### src/vta_pkg.sv
package vta_pkg;
   // Register indices; byte address is four times the index
   localparam logic [15:0] IDX_AGING_CONFIG = 16'h1809;
   localparam logic [15:0] IDX_TABLE_COMMAND = 16'h180b;
   localparam logic [15:0] IDX_TABLE_WRITE_DATA = 16'h180c;
   localparam logic [15:0] IDX_TABLE_READ_DATA = 16'h180e;
   localparam logic [15:0] IDX_TABLE_COMMAND_STATUS = 16'h180f;
   localparam logic [15:0] ADDR_AGING_CONFIG = {IDX_AGING_CONFIG[13:0], 2'b00};
   localparam logic [15:0] ADDR_TABLE_COMMAND =
      {IDX_TABLE_COMMAND[13:0], 2'b00};
   localparam logic [15:0] ADDR_TABLE_WRITE_DATA =
      {IDX_TABLE_WRITE_DATA[13:0], 2'b00};
   localparam logic [15:0] ADDR_TABLE_READ_DATA =
      {IDX_TABLE_READ_DATA[13:0], 2'b00};
   localparam logic [15:0] ADDR_TABLE_COMMAND_STATUS =
      {IDX_TABLE_COMMAND_STATUS[13:0], 2'b00};
   // Field positions
   localparam int AGE_TEST_BIT = 0;
   localparam int CMD_RNW_BIT = 5;
   localparam int CMD_SEL_BIT = 4;
   localparam int CMD_IDX_MSB = 3;
   localparam int STS_PENDING_BIT = 0;
   localparam int VID_MSB = 11;
   localparam int PRIO_LSB = 12;
   localparam int PRIO_MSB = 14;
   localparam int ENTRY_W = 18;
   localparam int UNTAG_BASE = 12;
   localparam int MEMBER_BASE = 13;
   // Reset values
   localparam logic [11:0] PVID_RESET = 12'h001;
   localparam logic [2:0] PRIO_RESET = 3'h0;
   localparam logic [17:0] ENTRY_RESET = 18'h00000;
   localparam logic [31:0] WORD_RESET = 32'h00000000;
   // Timing
   localparam longint CLK_HZ = 50000000;
   localparam longint AGE_NORMAL_MIN = 5;
   localparam longint AGE_TEST_MS = 50;
   localparam longint AGE_NORMAL_CYC = AGE_NORMAL_MIN * 60 * CLK_HZ;
   localparam longint AGE_TEST_CYC = AGE_TEST_MS * CLK_HZ / 1000;
   localparam int AGE_CNT_W = 34;
   // Command sequencer states
   typedef enum logic [1:0] {
      ST_IDLE = 2'b00,
      ST_RUN = 2'b01,
      ST_DONE = 2'b10
   } vta_state_type;
endpackage : vta_pkg

### src/vta_table_access.sv
// Functional notes
// - Age test bit shortens aging to test interval
// - Each command write launches one table access
// - Read result valid once pending clears
// - Direction bit one reads, zero writes
// - Select bit picks port table, else VLAN
// - Index picks entry; out-of-range ports ignored
// - Port entry: VID 11:0, priority 14:12
// - Default VID for untagged, null, or disabled
// - Default priority when no other source
// - Port VID resets to one, priority zero
// - Member bit admits ingress, joins egress
// - Non-member drops unless admit setting
// - Untag bits 16,14,12; member 17,15,13
// - Entry VID 11:0, zero disables
module vta_table_access #(
   parameter int VLANS = 16,
   parameter int PORTS = 3,
   parameter longint AGE_NORMAL_CYC = vta_pkg::AGE_NORMAL_CYC,
   parameter longint AGE_TEST_CYC = vta_pkg::AGE_TEST_CYC
) (
   input wire logic pclk,
   input wire logic presetn,
   input wire logic psel,
   input wire logic penable,
   input wire logic pwrite,
   input wire logic [15:0] paddr,
   input wire logic [31:0] pwdata,
   output logic [31:0] prdata,
   output logic pready,
   output logic pslverr,
   input wire logic rx_valid,
   input wire logic [1:0] rx_port,
   input wire logic rx_tagged,
   input wire logic [11:0] rx_vid,
   input wire logic tag_processing_off,
   input wire logic [PORTS-1:0] admit_outsider_config,
   input wire logic other_prio_sel,
   input wire logic [2:0] other_prio,
   output logic cls_valid,
   output logic [11:0] cls_vid,
   output logic [2:0] cls_prio,
   output logic cls_admit,
   output logic [PORTS-1:0] cls_egress_member,
   output logic [PORTS-1:0] cls_egress_untag,
   output logic age_tick
);
   import vta_pkg::*;

   vta_state_type state; // Command sequencer
   logic short_aging_test; // Aging test control
   logic [ENTRY_W-1:0] wr_data; // Write data register
   logic cmd_rnw; // Latched direction
   logic cmd_sel; // Latched table select
   logic [CMD_IDX_MSB:0] cmd_idx; // Latched index
   logic pending; // Operation pending flag
   logic [ENTRY_W-1:0] read_data; // Read data register
   logic [PORTS-1:0][11:0] pvid; // Port default VIDs
   logic [PORTS-1:0][2:0] pprio; // Port default priorities
   logic cmd_hit; // Access targets command register
   logic cmd_go; // Command write accepted
   logic wr_go; // Any write accepted
   logic vlan_we; // VLAN table write strobe
   logic port_we; // Port table write strobe
   logic mem_re; // VLAN table read strobe
   logic port_ok; // Latched index is a real port
   logic [ENTRY_W-1:0] mem_rdata; // VLAN table read word
   logic [11:0] look_vid; // Classifier VID
   logic look_hit; // VLAN entry found
   logic [ENTRY_W-1:0] look_entry; // Matched VLAN entry
   logic [PORTS-1:0] look_member; // Membership of matched entry
   logic [PORTS-1:0] look_untag; // Untag bits of matched entry
   logic rx_port_ok; // Ingress port in range
   logic [11:0] rx_pvid; // Default VID of ingress port
   logic [2:0] rx_pprio; // Default priority of ingress port
   logic [31:0] next_prdata; // Read mux
   logic next_pslverr; // Unmapped address

   // A second command is held off rather than dropped,
   // so software never loses a launch
   // Command write stalls while an access is in flight
   assign cmd_hit = paddr == ADDR_TABLE_COMMAND;
   assign pready = !(psel && penable && pwrite && cmd_hit && pending);
   assign wr_go = psel && penable && pwrite && pready && !pslverr;
   assign cmd_go = wr_go && cmd_hit;
   assign port_ok = cmd_idx < (CMD_IDX_MSB + 1)'(PORTS);

   // Strobes issued in the run state
   assign vlan_we = state == ST_RUN && !cmd_rnw && !cmd_sel;
   assign port_we = state == ST_RUN && !cmd_rnw && cmd_sel && port_ok;
   assign mem_re = state == ST_RUN && cmd_rnw && !cmd_sel;

   // Reserved bits read as zero; unmapped offsets answer
   // with an error and write nothing
   // Read mux and decode, sampled in the setup phase
   always_comb begin
      next_prdata = WORD_RESET;
      next_pslverr = 1'b0;
      case (paddr)
         ADDR_AGING_CONFIG: next_prdata[AGE_TEST_BIT] = short_aging_test;
         ADDR_TABLE_COMMAND: begin
            next_prdata[CMD_RNW_BIT] = cmd_rnw;
            next_prdata[CMD_SEL_BIT] = cmd_sel;
            next_prdata[CMD_IDX_MSB:0] = cmd_idx;
         end
         ADDR_TABLE_WRITE_DATA: next_prdata[ENTRY_W-1:0] = wr_data;
         ADDR_TABLE_READ_DATA: next_prdata[ENTRY_W-1:0] = read_data;
         ADDR_TABLE_COMMAND_STATUS: next_prdata[STS_PENDING_BIT] = pending;
         default: next_pslverr = 1'b1;
      endcase
   end

   // Registered read data and error answer
   always_ff @(posedge pclk or negedge presetn) begin
      if (!presetn) begin
         prdata <= WORD_RESET;
         pslverr <= 1'b0;
      end else if (psel && !penable) begin
         prdata <= pwrite ? WORD_RESET : next_prdata;
         pslverr <= next_pslverr;
      end
   end

   // Aging configuration register
   always_ff @(posedge pclk or negedge presetn) begin
      if (!presetn) begin
         short_aging_test <= 1'b0;
      end else if (wr_go && paddr == ADDR_AGING_CONFIG) begin
         short_aging_test <= pwdata[AGE_TEST_BIT];
      end
   end

   // Only the low eighteen bits are stored
   // Write data register
   always_ff @(posedge pclk or negedge presetn) begin
      if (!presetn) begin
         wr_data <= ENTRY_RESET;
      end else if (wr_go && paddr == ADDR_TABLE_WRITE_DATA) begin
         wr_data <= pwdata[ENTRY_W-1:0];
      end
   end

   // Command register fields
   always_ff @(posedge pclk or negedge presetn) begin
      if (!presetn) begin
         cmd_rnw <= 1'b0;
         cmd_sel <= 1'b0;
         cmd_idx <= '0;
      end else if (cmd_go) begin
         cmd_rnw <= pwdata[CMD_RNW_BIT];
         cmd_sel <= pwdata[CMD_SEL_BIT];
         cmd_idx <= pwdata[CMD_IDX_MSB:0];
      end
   end

   // Fixed two-cycle access keeps the pending window
   // short and known to software
   // Sequencer: run the access, then latch and finish
   always_ff @(posedge pclk or negedge presetn) begin
      if (!presetn) begin
         state <= ST_IDLE;
      end else begin
         case (state)
            ST_IDLE: if (cmd_go) state <= ST_RUN;
            ST_RUN: state <= ST_DONE;
            ST_DONE: state <= ST_IDLE;
            default: state <= ST_IDLE;
         endcase
      end
   end

   // Set wins over clear, though both cannot meet: a
   // command is held off while the flag is high
   // Pending flag spans the whole access
   always_ff @(posedge pclk or negedge presetn) begin
      if (!presetn) begin
         pending <= 1'b0;
      end else if (cmd_go) begin
         pending <= 1'b1;
      end else if (state == ST_DONE) begin
         pending <= 1'b0;
      end
   end

   // Read result latched on the same edge that pending drops
   always_ff @(posedge pclk or negedge presetn) begin
      if (!presetn) begin
         read_data <= ENTRY_RESET;
      end else if (state == ST_DONE && cmd_rnw) begin
         if (!cmd_sel) begin
            read_data <= mem_rdata;
         end else if (port_ok) begin
            read_data <= {3'h0, pprio[cmd_idx[1:0]],
                          pvid[cmd_idx[1:0]]};
         end else begin
            read_data <= ENTRY_RESET;
         end
      end
   end

   // Port default table, one entry per port
   for (genvar p = 0; p < PORTS; p++) begin : g_port
      always_ff @(posedge pclk or negedge presetn) begin
         if (!presetn) begin
            pvid[p] <= PVID_RESET;
            pprio[p] <= PRIO_RESET;
         end else if (port_we && cmd_idx == (CMD_IDX_MSB + 1)'(p)) begin
            pvid[p] <= wr_data[VID_MSB:0];
            pprio[p] <= wr_data[PRIO_MSB:PRIO_LSB];
         end
      end
      // Entry bit pairs per port
      assign look_member[p] = look_entry[MEMBER_BASE + 2 * p];
      assign look_untag[p] = look_entry[UNTAG_BASE + 2 * p];
   end

   // VLAN membership table
   vta_vlan_table #(
      .ENTRIES(VLANS),
      .AW(CMD_IDX_MSB + 1)
   ) u_vlan_table (
      .pclk(pclk),
      .presetn(presetn),
      .we(vlan_we),
      .waddr(cmd_idx),
      .wdata(wr_data),
      .re(mem_re),
      .raddr(cmd_idx),
      .rdata(mem_rdata),
      .look_vid(look_vid),
      .look_hit(look_hit),
      .look_entry(look_entry)
   );

   // Aging interval divider
   vta_age_timer #(
      .NORMAL_CYC(AGE_NORMAL_CYC),
      .TEST_CYC(AGE_TEST_CYC)
   ) u_age_timer (
      .pclk(pclk),
      .presetn(presetn),
      .short_test(short_aging_test),
      .tick(age_tick)
   );

   // Ingress defaults for the arriving port
   // Port three is not a real port: defaults, no admit
   assign rx_port_ok = rx_port < 2'(PORTS);
   assign rx_pvid = rx_port_ok ? pvid[rx_port] : PVID_RESET;
   assign rx_pprio = rx_port_ok ? pprio[rx_port] : PRIO_RESET;
   assign look_vid = (tag_processing_off || !rx_tagged ||
                      rx_vid == 12'h000) ? rx_pvid : rx_vid;

   // Registered classification result
   always_ff @(posedge pclk or negedge presetn) begin
      if (!presetn) begin
         cls_valid <= 1'b0;
         cls_vid <= 12'h000;
         cls_prio <= 3'h0;
         cls_admit <= 1'b0;
         cls_egress_member <= '0;
         cls_egress_untag <= '0;
      end else begin
         cls_valid <= rx_valid;
         if (rx_valid) begin
            cls_vid <= look_vid;
            cls_prio <= other_prio_sel ? other_prio : rx_pprio;
            cls_admit <= rx_port_ok && ((look_hit && look_member[rx_port])
               || admit_outsider_config[rx_port]);
            cls_egress_member <= look_hit ? look_member : '0;
            cls_egress_untag <= look_hit ? look_untag : '0;
         end
      end
   end
endmodule : vta_table_access

### src/vta_vlan_table.sv
module vta_vlan_table #(
   parameter int ENTRIES = 16,
   parameter int AW = 4
) (
   input wire logic pclk,
   input wire logic presetn,
   input wire logic we,
   input wire logic [AW-1:0] waddr,
   input wire logic [vta_pkg::ENTRY_W-1:0] wdata,
   input wire logic re,
   input wire logic [AW-1:0] raddr,
   output logic [vta_pkg::ENTRY_W-1:0] rdata,
   input wire logic [11:0] look_vid,
   output logic look_hit,
   output logic [vta_pkg::ENTRY_W-1:0] look_entry
);
   import vta_pkg::*;

   logic [ENTRY_W-1:0] mem [ENTRIES]; // Entry storage
   logic [ENTRIES-1:0] match; // Per-entry VID match

   // One storage word and comparator per entry
   for (genvar i = 0; i < ENTRIES; i++) begin : g_entry
      always_ff @(posedge pclk or negedge presetn) begin
         if (!presetn) begin
            mem[i] <= ENTRY_RESET;
         end else if (we && waddr == AW'(i)) begin
            mem[i] <= wdata;
         end
      end
      // VID zero marks a disabled entry
      assign match[i] = (mem[i][VID_MSB:0] == look_vid) &&
                        (look_vid != 12'h000);
   end

   // Registered read port
   always_ff @(posedge pclk or negedge presetn) begin
      if (!presetn) begin
         rdata <= ENTRY_RESET;
      end else if (re) begin
         rdata <= mem[raddr];
      end
   end

   // Lowest matching entry wins
   always_comb begin
      look_hit = 1'b0;
      look_entry = ENTRY_RESET;
      for (int i = ENTRIES - 1; i >= 0; i--) begin
         if (match[i]) begin
            look_hit = 1'b1;
            look_entry = mem[i];
         end
      end
   end
endmodule : vta_vlan_table

### src/vta_age_timer.sv
module vta_age_timer #(
   parameter longint NORMAL_CYC = vta_pkg::AGE_NORMAL_CYC,
   parameter longint TEST_CYC = vta_pkg::AGE_TEST_CYC
) (
   input wire logic pclk,
   input wire logic presetn,
   input wire logic short_test,
   output logic tick
);
   import vta_pkg::*;

   logic [AGE_CNT_W-1:0] cnt; // Cycle counter
   logic [AGE_CNT_W-1:0] limit; // Terminal count

   // Test mode selects the short interval
   assign limit = short_test ? AGE_CNT_W'(TEST_CYC - 1) :
                               AGE_CNT_W'(NORMAL_CYC - 1);

   // Free-running divider, one-cycle tick at wrap
   always_ff @(posedge pclk or negedge presetn) begin
      if (!presetn) begin
         cnt <= '0;
         tick <= 1'b0;
      end else if (cnt >= limit) begin
         cnt <= '0;
         tick <= 1'b1;
      end else begin
         cnt <= cnt + 1'b1;
         tick <= 1'b0;
      end
   end
endmodule : vta_age_timer

### config.mk
export PLATFORM = sky130hd
export DESIGN_NAME = vta_table_access
export DESIGN_NICKNAME = d
export VERILOG_FILES = /design/src/vta_pkg.sv /design/src/vta_table_access.sv /design/src/vta_vlan_table.sv /design/src/vta_age_timer.sv
export SDC_FILE = /design/constraint.sdc
export NUM_CORES = 1
export LEC_CHECK = 0
export ABC_AREA = 1
export BUFFER_PORTS_ARGS = -buffer_cell sky130_fd_sc_hd__buf_2
export CORE_MARGIN = 2
export CORE_UTILIZATION = 51
export CTS_BUF_LIST = sky130_fd_sc_hd__clkbuf_2 sky130_fd_sc_hd__clkbuf_4 sky130_fd_sc_hd__clkbuf_8
export DETAILED_ROUTE_END_ITERATION = 7
export PLACE_DENSITY = 0.71
export SETUP_SLACK_MARGIN = 0.05
export SYNTH_ARGS = -nofsm -noshare
export SYNTH_HDL_FRONTEND = slang
export SYNTH_SLANG_ARGS = --single-unit
### constraint.sdc
create_clock -name pclk -period 2.7 [get_ports pclk]
set_clock_uncertainty 0.1 [all_clocks]
set_input_delay 0.27 -clock pclk [delete_from_list [all_inputs] [get_ports pclk]]
set_output_delay 0.27 -clock pclk [all_outputs]
set_load 0.02 [all_outputs]
Word level (Yosys, flattened, before mapping)

Cells that the tools add are included.

Logic and storage cells: 224
Register bits: 488
Output and inout bits: 58
Bits of input ports: 77

Equality and inequality tests: 39
Magnitude comparators: 6
Muxes and demuxes: 67
Bitwise logic cells: 1
Reductions and logical operators: 69
Add/sub/neg operators: 1

Operators by type and width:

| kind                    | count |
|---|---|
| $mux W18                | 20 |
| $eq A12 B12 Y1          | 16 |
| $eq A16 B15 Y1 const B  | 5 |
| $bmux W18 S4            | 1 |
| $mux W34                | 2 |
| $logic_and A1 B1 Y1     | 54 |
| $bmux W12 S2            | 2 |
| $mux W12                | 4 |
| $add A34 B1 Y34 const B | 1 |
| $ge A34 B34 Y1          | 1 |
| $eq A4 B4 Y1 const B    | 8 |
| $pmux W12 S2            | 1 |
| $mux W1                 | 22 |
| $mux W3                 | 6 |
| $eq A4 B3 Y1 const B    | 4 |
| $mux W15                | 1 |
| $pmux W5 S3             | 1 |
| $bmux W3 S2             | 2 |
| $logic_not A12 Y1       | 1 |
| $reduce_bool A12 Y1     | 1 |
| $eq A4 B2 Y1 const B    | 2 |
| $logic_not A1 Y1        | 6 |
| $lt A2 B3 Y1 const B    | 2 |
| $ge A5 B5 Y1 const B    | 1 |
| other kinds (16)        | 19 |

Depth between registers and ports, before layout

Gate-level depths: netlist of run 1.

Depth after elaboration: 27
Gate-level depth with buffers: 36

Hierarchy

A second synthesis of run 1 with hierarchy kept.

Cells, all modules: 3739
Area, all modules: 28297.1 µm²

Modules (own cells, without submodules):

| module           | instances | cells each | area each (µm²) |
|---|---|---|---|
| vta_vlan_table   | 1         | 2530       | 18987.0 |
| vta_table_access | 1         | 855        | 6797.8 |
| vta_age_timer    | 1         | 354        | 2512.4 |

Worst setup path before layout of run 1

No wires, ideal clock.

Path type: register -> register
Start point: reg u_age_timer.cnt[0]
End point: reg u_age_timer.cnt[32]
Period minus slack after synthesis: 2.854 ns
Buffers on the path: 0
Library setup time: 0.086 ns
Arrival: 2.668 ns
Cell stages (with the launch flop): 24
Setup slack: -0.154 ns
Cells stage by stage: dfrtp_1 ha_1 nand2_1 nor2_1 inv_1 nor2_1 inv_1 nor3_2 nand2_1 nor2_1 nand3_1 nor2_1 nand2_1 nor2_1 nand2_1 nor2_1 nand2_1 nor2_2 nand2_1 nor3_2 nand2_1 nor2_1 nor2_1 nor3_1

Longest elaborated chain between the ends: 2
Elaborated cells on any way between the ends: 3
Classes of those cells: 1 x add/sub; 1 x order compare; 1 x mux

RTL lines:

| item                                                     | RTL line                                 | RTL |
|---|---|---|
| start: declaration                                       | vta_age_timer.sv:12                      | `logic [AGE_CNT_W-1:0] cnt;` |
| start signal: assignment                                 | vta_age_timer.sv:28                      | `cnt <= cnt + 1'b1;` |
| $add A34 B1 Y34 / $ge A34 B34 Y1 (equally long branches) | vta_age_timer.sv:28, vta_age_timer.sv:24 |  |
| $mux W34 *                                               | vta_age_timer.sv:24                      | `end else if (cnt >= limit) begin` |

Every way passes the cells marked *; elsewhere a longest branch is shown, timed or not.
A chain may end at the register's enable or synchronous reset.

Final worst setup path of run 1

Ends and elaborated chain as after synthesis.

==> results.py, run 1 <==
metrics = {
    "cts": {
        "path_clk_slew_ps": 60,
        "h-tree-depth": 3,
        "cts_sinks": 474,
        "numCtsBuffers": 82,
        "cts-root-buf": "clkbuf_8",
        "cts_tree": "yes",
        "clk_latency_ps": 690,
        "cts.path.max_buffers": 3,
    },
    "detailed_routing": {
        "vias": 26700,
        "route.detailed.drc": 0,
        "vias_per_cell": 5.88,
        "drtPass1Iterations": 6,
        "drtIter0Drc": 3033,
        "post_drt_wl_per_cell_um": 22.7,
        "wl_um": 103000,
        "detail-route-antenna-nets": 0,
    },
    "power_and_ir_drop": {
        "peakVddDrop_mv": 0.488,
        "p_total_mw": 16.3,
        "power_density_nw_per_um2": 482,
        "p_leak_nw": 15.8,
    },
    "timing": {
        "relSlewSlack_pct": 27.7,
        "setup_violations": 42,
        "rsz0062_at_grt": "true",
        "fin_tns_setup_ps": -12130,
        "hold_slack_ps": 51.1,
        "hold_violations": 0,
        "fin_crit_ps": 3430,
        "fin_ws_ps": -733,
        "fmax_ghz": 0.291,
        "tightest_slew_ps": 1080,
        "slew_viol_final": 0,
        "period_share_pct": 127,
    },
    "logic_synthesis": {
        "avgSynthCellArea_sq_um": 7.91,
        "async_flop_share_pct": 100,
        "syn_inst": 3303,
        "ys_ff_latch": 474,
        "synth_ff_type": "dfrtp_1",
        "syn_area_sq_um": 26100,
        "synth_edf_count": 0,
        "ys_warn_count": 0,
        "ys_seq_area_share_pct": 45.4,
        "yosys.cell_types.count": 65,
    },
    "min_path": {
        "hold_depth": 6,
        "min_path_type": "in2reg",
        "hp-start": "paddr[0]",
    },
    "status": {
        "status": "finished, violations left",
        "violations": "setup timing",
    },
    "floorplanning": {
        "die_h_um": 230,
        "start_util_pct": 51.9,
        "core_sq_um": 50400,
        "die_area_sq_um": 53000,
        "rows": 82,
        "die_w_um": 230,
        "io_pins": 135,
    },
    "grt": {
        "grt_remaining_overflow": 0,
        "grt_max_degree": 76,
        "grt_pass1_wl_um": 154000,
        "grt_use_total_pct": 38.0,
        "antenna_found_initial": 4,
        "grt_pass1_vias": 25800,
    },
    "final_layout": {
        "final_util_pct": 67.3,
        "layout_commonest_cell": "nand2_1",
        "design_area_sq_um": 33900,
        "final_cell_mix": "892 x nand2_1, 469 x dfrtp_1, 383 x o21ai_0, 360 x buf_4, 274 x inv_1",
        "area_growth_syn_to_layout_pct": 29.8,
        "layout.nets": 3897,
        "final_layout_size_suffix_gt1_share_pct": 25.3,
    },
    "placed_design": {
        "numPortBuffers": 106,
        "dpl-instance-area_sq_um": 29700,
        "hpwl_um": 68800,
        "globalplace.congestion": 0.974,
    },
    "flow_run": {
        "maxCapViolations": 0,
    },
    "setup_path": {
        "worstPathRequired_ps": 3150,
        "r2r_start": "u_age_timer.cnt[0]",
        "worstSetupStartpointType": "register",
        "crit_path_max_fanout": 3,
        "endpoint_kind": "register",
        "worstSetupStartpoint": "u_age_timer.cnt[0]",
        "r2r_cells": 22,
        "cp_data_arrival_time_ps": 3890,
        "critPathKind": "reg2reg",
    },
}
==> timing repair <==
action                                  in CTS  in global routing
pin swaps                                   98                 68
hold buffers                                30                  0
endpoints found under the setup margin      41                 43
setup buffers                              100                 30
resized for setup                          200                 98
cloned                                       3                  0
endpoints found under the hold margin      434                  0
==> cells by family after synthesis <==
logic type	share of synthesized area [%]
AO/OA/AOI/OAI	16.5
XOR/XNOR	4.56
adder cells (fa/ha/maj)	0.958
buffers and inverters	7.91
flip-flops	45.4
multiplexers	0.594
other	0.0144
AND/OR/NAND/NOR	24.0
==> report_power, final <==
part	total, mW	switching [mW]	internal [mW]
registers	7.18	0.0316	7.15
logic	1.78	1.06	0.720
clock network	7.37	3.12	4.25
total	16.3	4.21	12.1
==> state kept, by name, summed over array words and instances (netlist names), 4 cells and up <==
name	cells
pprio	9
read_data	18
wr_data	18
cls_vid	12
prdata	18
u_age_timer.cnt	34
u_vlan_table.mem	288
u_vlan_table.rdata	18
cmd_idx	4
pvid	36
==> cell usage after synthesis (18+ instances only) <==
library cell,instances,share of area [%]
nand2_1,937,13
dfrtp_1,471,45
o21ai_0,398,7.6
inv_1,290,4.2
nor2_1,171,2.5
nand3_1,161,3.1
clkbuf_1,139,2.0
xor2_1,100,3.4
a22oi_1,83,2.4
a21oi_1,70,1.3
o221ai_1,50,1.7
o211ai_1,39,1.1
nand4_1,37,0.89
xnor2_1,34,1.1
nor3_1,29,0.56
nand2_2,27,0.65
buf_4,22,0.63
ha_1,20,0.96
a41oi_1,18,0.60
==> worst paths after layout <==
kind                       slack [ps]                    end
max                              -730    u_age_timer.cnt[32]
min                                50       short_aging_test
max reg2reg                      -730    u_age_timer.cnt[32]
min reg2reg                       360               state[0]
max in group asynchronous        1540  u_vlan_table.mem[200]
min in group asynchronous          60               pvid[27]
==> per-layer routing <==
layer / GRT usage, % / routed length (um)
met1: 50.6 / 41000
met2: 58.9 / 46400
met3: 8.13 / 10000
met4: 18.5 / 5780
met5: 0 / 23
==> per-stage QoR <==
step | worst slack, ps | std cells
floorplan | -124 | 3316
global placement | -1040 | 4248
detailed placement | -1060 | 4248
CTS | -460 | 4529
global route | -856 | 4538
finish | -733 | 4540
==> layout make-up <==
| type | instances | area [sq um] |
|---|---|---|
| clock buffer | 131 | 1730 |
| multi-input combinational | 2348 | 13200 |
| timing repair buffer | 589 | 4950 |
| sequential | 474 | 11900 |
| clock inverter | 18 | 145 |
| fill | 4069 | 16500 |
| tap | 672 | 841 |
| inverter | 305 | 1160 |
| antenna | 3 | 7.51 |
==> worst max-delay path: stages (launching register included) <==
cell and delay (ps):
dfrtp_1 410, ha_2 210, nand2_2 60, nor2_2 140, inv_2 70, nor2_4 120
inv_2 60, nor3_4 170, nand2_2 110, nor2_4 160, nand3_4 90, nor2_4 130
nand2_2 80, nor2_4 130, nand2_2 90, nor2_4 130, nand2_2 80, nor2_4 170
nand2_4 80, nor3_4 250, nand2_2 120, nor3_1 260, nor3_2 80
Note: power is estimated with default switching activity, not from simulation.
==> run 2, diff against run 1 <==
Settings changed: CORE_ASPECT_RATIO set to 1.4, RECOVER_POWER set to 50.
==> results.py, run 2 (synthesis gave the netlist of run 1 again) <==
metrics = {
    "status": {
        "status": "finished, violations left",
        "violations": "capacitance limit, slew limit, setup timing",
    },
    "final_layout": {
        "fillers": 4298,
        "top_regs": "u_vlan_table.mem: 288 flops, pvid: 36 flops, u_age_timer.cnt: 34 flops",
        "largest-register": "u_vlan_table.mem",
        "final_layout_size_suffix_gt1_share_pct": 25.4,
        "final_util_pct": 66.3,
        "final_cell_mix": "894 x nand2_1, 470 x dfrtp_1, 387 x o21ai_0, 387 x buf_4, 275 x inv_1",
        "largest_reg_flops": 288,
        "area_growth_syn_to_layout_pct": 29.1,
        "layout.nets": 3903,
        "layout_commonest_cell": "nand2_1",
    },
    "floorplanning": {
        "core_sq_um": 50900,
        "rows": 98,
        "die_w_um": 195,
        "die_area_sq_um": 53100,
        "io_pins": 135,
        "start_util_pct": 51.3,
        "die_h_um": 272,
    },
    "placed_design": {
        "numPortBuffers": 106,
        "hpwl_um": 71000,
        "globalplace.congestion": 1.00,
    },
    "cts": {
        "cts.path.max_buffers": 3,
        "h-tree-depth": 3,
        "clk_latency_ps": 690,
        "cts_sinks": 474,
        "path_clk_slew_ps": 70,
        "cts_tree": "yes",
        "cts-root-buf": "clkbuf_8",
        "numCtsBuffers": 79,
    },
    "timing": {
        "period_share_pct": 124,
        "hold_violations": 0,
        "relSlewSlack_pct": -3.04,
        "slew_viol_final": 40,
        "fmax_ghz": 0.298,
        "tightest_slew_ps": 1550,
        "fin_crit_ps": 3360,
        "fin_ws_ps": -659,
        "fin_tns_setup_ps": -13990,
        "rsz0062_at_grt": "true",
        "hold_slack_ps": 39.7,
        "setup_violations": 42,
    },
    "detailed_routing": {
        "vias_per_cell": 5.92,
        "vias": 26800,
        "route.detailed.drc": 0,
        "detail-route-antenna-nets": 0,
        "post_drt_wl_per_cell_um": 23.5,
        "drtPass1Iterations": 8,
        "drtIter0Drc": 2738,
        "wl_um": 106000,
    },
    "min_path": {
        "hold_depth": 5,
        "min_path_type": "in2reg",
    },
    "setup_path": {
        "r2r_cells": 22,
        "reg2reg_setup_slack_ps": -660,
        "r2r_start": "u_age_timer.cnt[0]",
        "worstSetupStartpointType": "register",
        "worstPathRequired_ps": 3190,
        "critPathKind": "reg2reg",
        "worst_r2r_endpoint": "u_age_timer.cnt[30]",
        "crit_path_max_fanout": 4,
        "crit_path_end": "u_age_timer.cnt[30]",
        "endpoint_kind": "register",
        "worstSetupStartpoint": "u_age_timer.cnt[0]",
        "cp_data_arrival_time_ps": 3850,
    },
    "grt": {
        "antenna_found_initial": 2,
        "grt_pass1_vias": 26600,
        "grt_max_degree": 77,
        "grt_remaining_overflow": 0,
        "grt_pass1_wl_um": 158000,
        "grt_use_total_pct": 39.3,
    },
    "power_and_ir_drop": {
        "peakVddDrop_mv": 0.337,
        "power_density_nw_per_um2": 476,
        "p_total_mw": 16.0,
        "p_leak_nw": 15.7,
    },
    "flow_run": {
        "maxCapViolations": 1,
    },
}
==> run 2: cell types whose count changed in the layout (fill, tap and decap cells not counted), moves of 6 or more <==
cell | previous run | this run
ha_4 | 0 | 6
ha_1 | 19 | 13
clkbuf_8 | 119 | 104
clkbuf_4 | 13 | 20
buf_4 | 360 | 387
buf_6 | 52 | 33
buf_12 | 41 | 29
==> run 2: worst min-delay path by stage <==
stage	start	to	slack, ps
2_1_floorplan	presetn	cls_admit	-130
3_5_place_dp	presetn	u_age_timer.cnt[24]	140
3_3_place_gp	presetn	u_age_timer.cnt[23]	130
6_report	paddr[0]	pslverr	40
4_1_cts	paddr[0]	pslverr	8
5_1_grt	paddr[0]	pslverr	80
==> run 2: power breakdown <==
group | internal (mW) | switching (mW) | total (mW)
clock network | 4.01 | 3.14 | 7.15
logic | 0.661 | 1.07 | 1.73
registers | 7.15 | 0.0281 | 7.17
==> run 2: what timing repair did <==
| item | CTS | global route |
|---|---|---|
| gates cloned | 5 | 0 |
| pin swaps | 65 | 80 |
| endpoints found under the setup margin | 42 | 44 |
| buffers inserted | 90 | 42 |
| hold buffers | 33 | 0 |
| hold endpoints to repair | 525 | 0 |
| gates resized for setup | 193 | 89 |
==> run 2: area by class of cell <==
| type | count | area (sq um) | share of cell area [%] |
|---|---|---|---|
| Clock inverter | 17 | 174 | 0.516 |
| Sequential cell | 474 | 11900 | 35.2 |
| Clock buffer | 124 | 1580 | 4.69 |
| Multi-Input combinational cell | 2349 | 13300 | 39.4 |
| Inverter | 305 | 1150 | 3.40 |
| Antenna cell | 3 | 7.51 | 0.0223 |
| Tap cell | 650 | 813 | 2.41 |
| Timing Repair Buffer | 597 | 4860 | 14.4 |
==> run 2: layer usage <==
metal	track usage [%]	wire length, um	vias up
li1	-	-	12000
met1	46.2	39100	12800
met2	65.1	50000	1525
met3	7.78	9020	403
met4	26.8	7960	0
met5	0	0	-
==> run 2: through the flow <==
step	worst slack, ps	instances	instance area (sq um)
global route	-831	4517	33700
finish	-659	4519	33700
global placement	-1050	4227	29500
CTS	-486	4491	33200
detailed placement	-1050	4227	29500
floorplan	-124	3316	26200
==> run 2: worst max-delay path, stage by stage, from the launching register on <==
cell	delay (ps)
dfrtp_1	370
ha_2	200
nand2_2	60
nor2_1	110
inv_1	90
nor2_2	100
inv_2	80
nor3_4	230
nand2_2	120
nor2_4	180
nand3_4	110
nor2_4	120
nand2_2	80
nor2_4	140
nand2_2	100
nor2_4	140
nand2_2	90
nor2_4	130
nand2_2	100
nor3_4	230
buf_6	150
nand3_2	60
nor3b_2	160
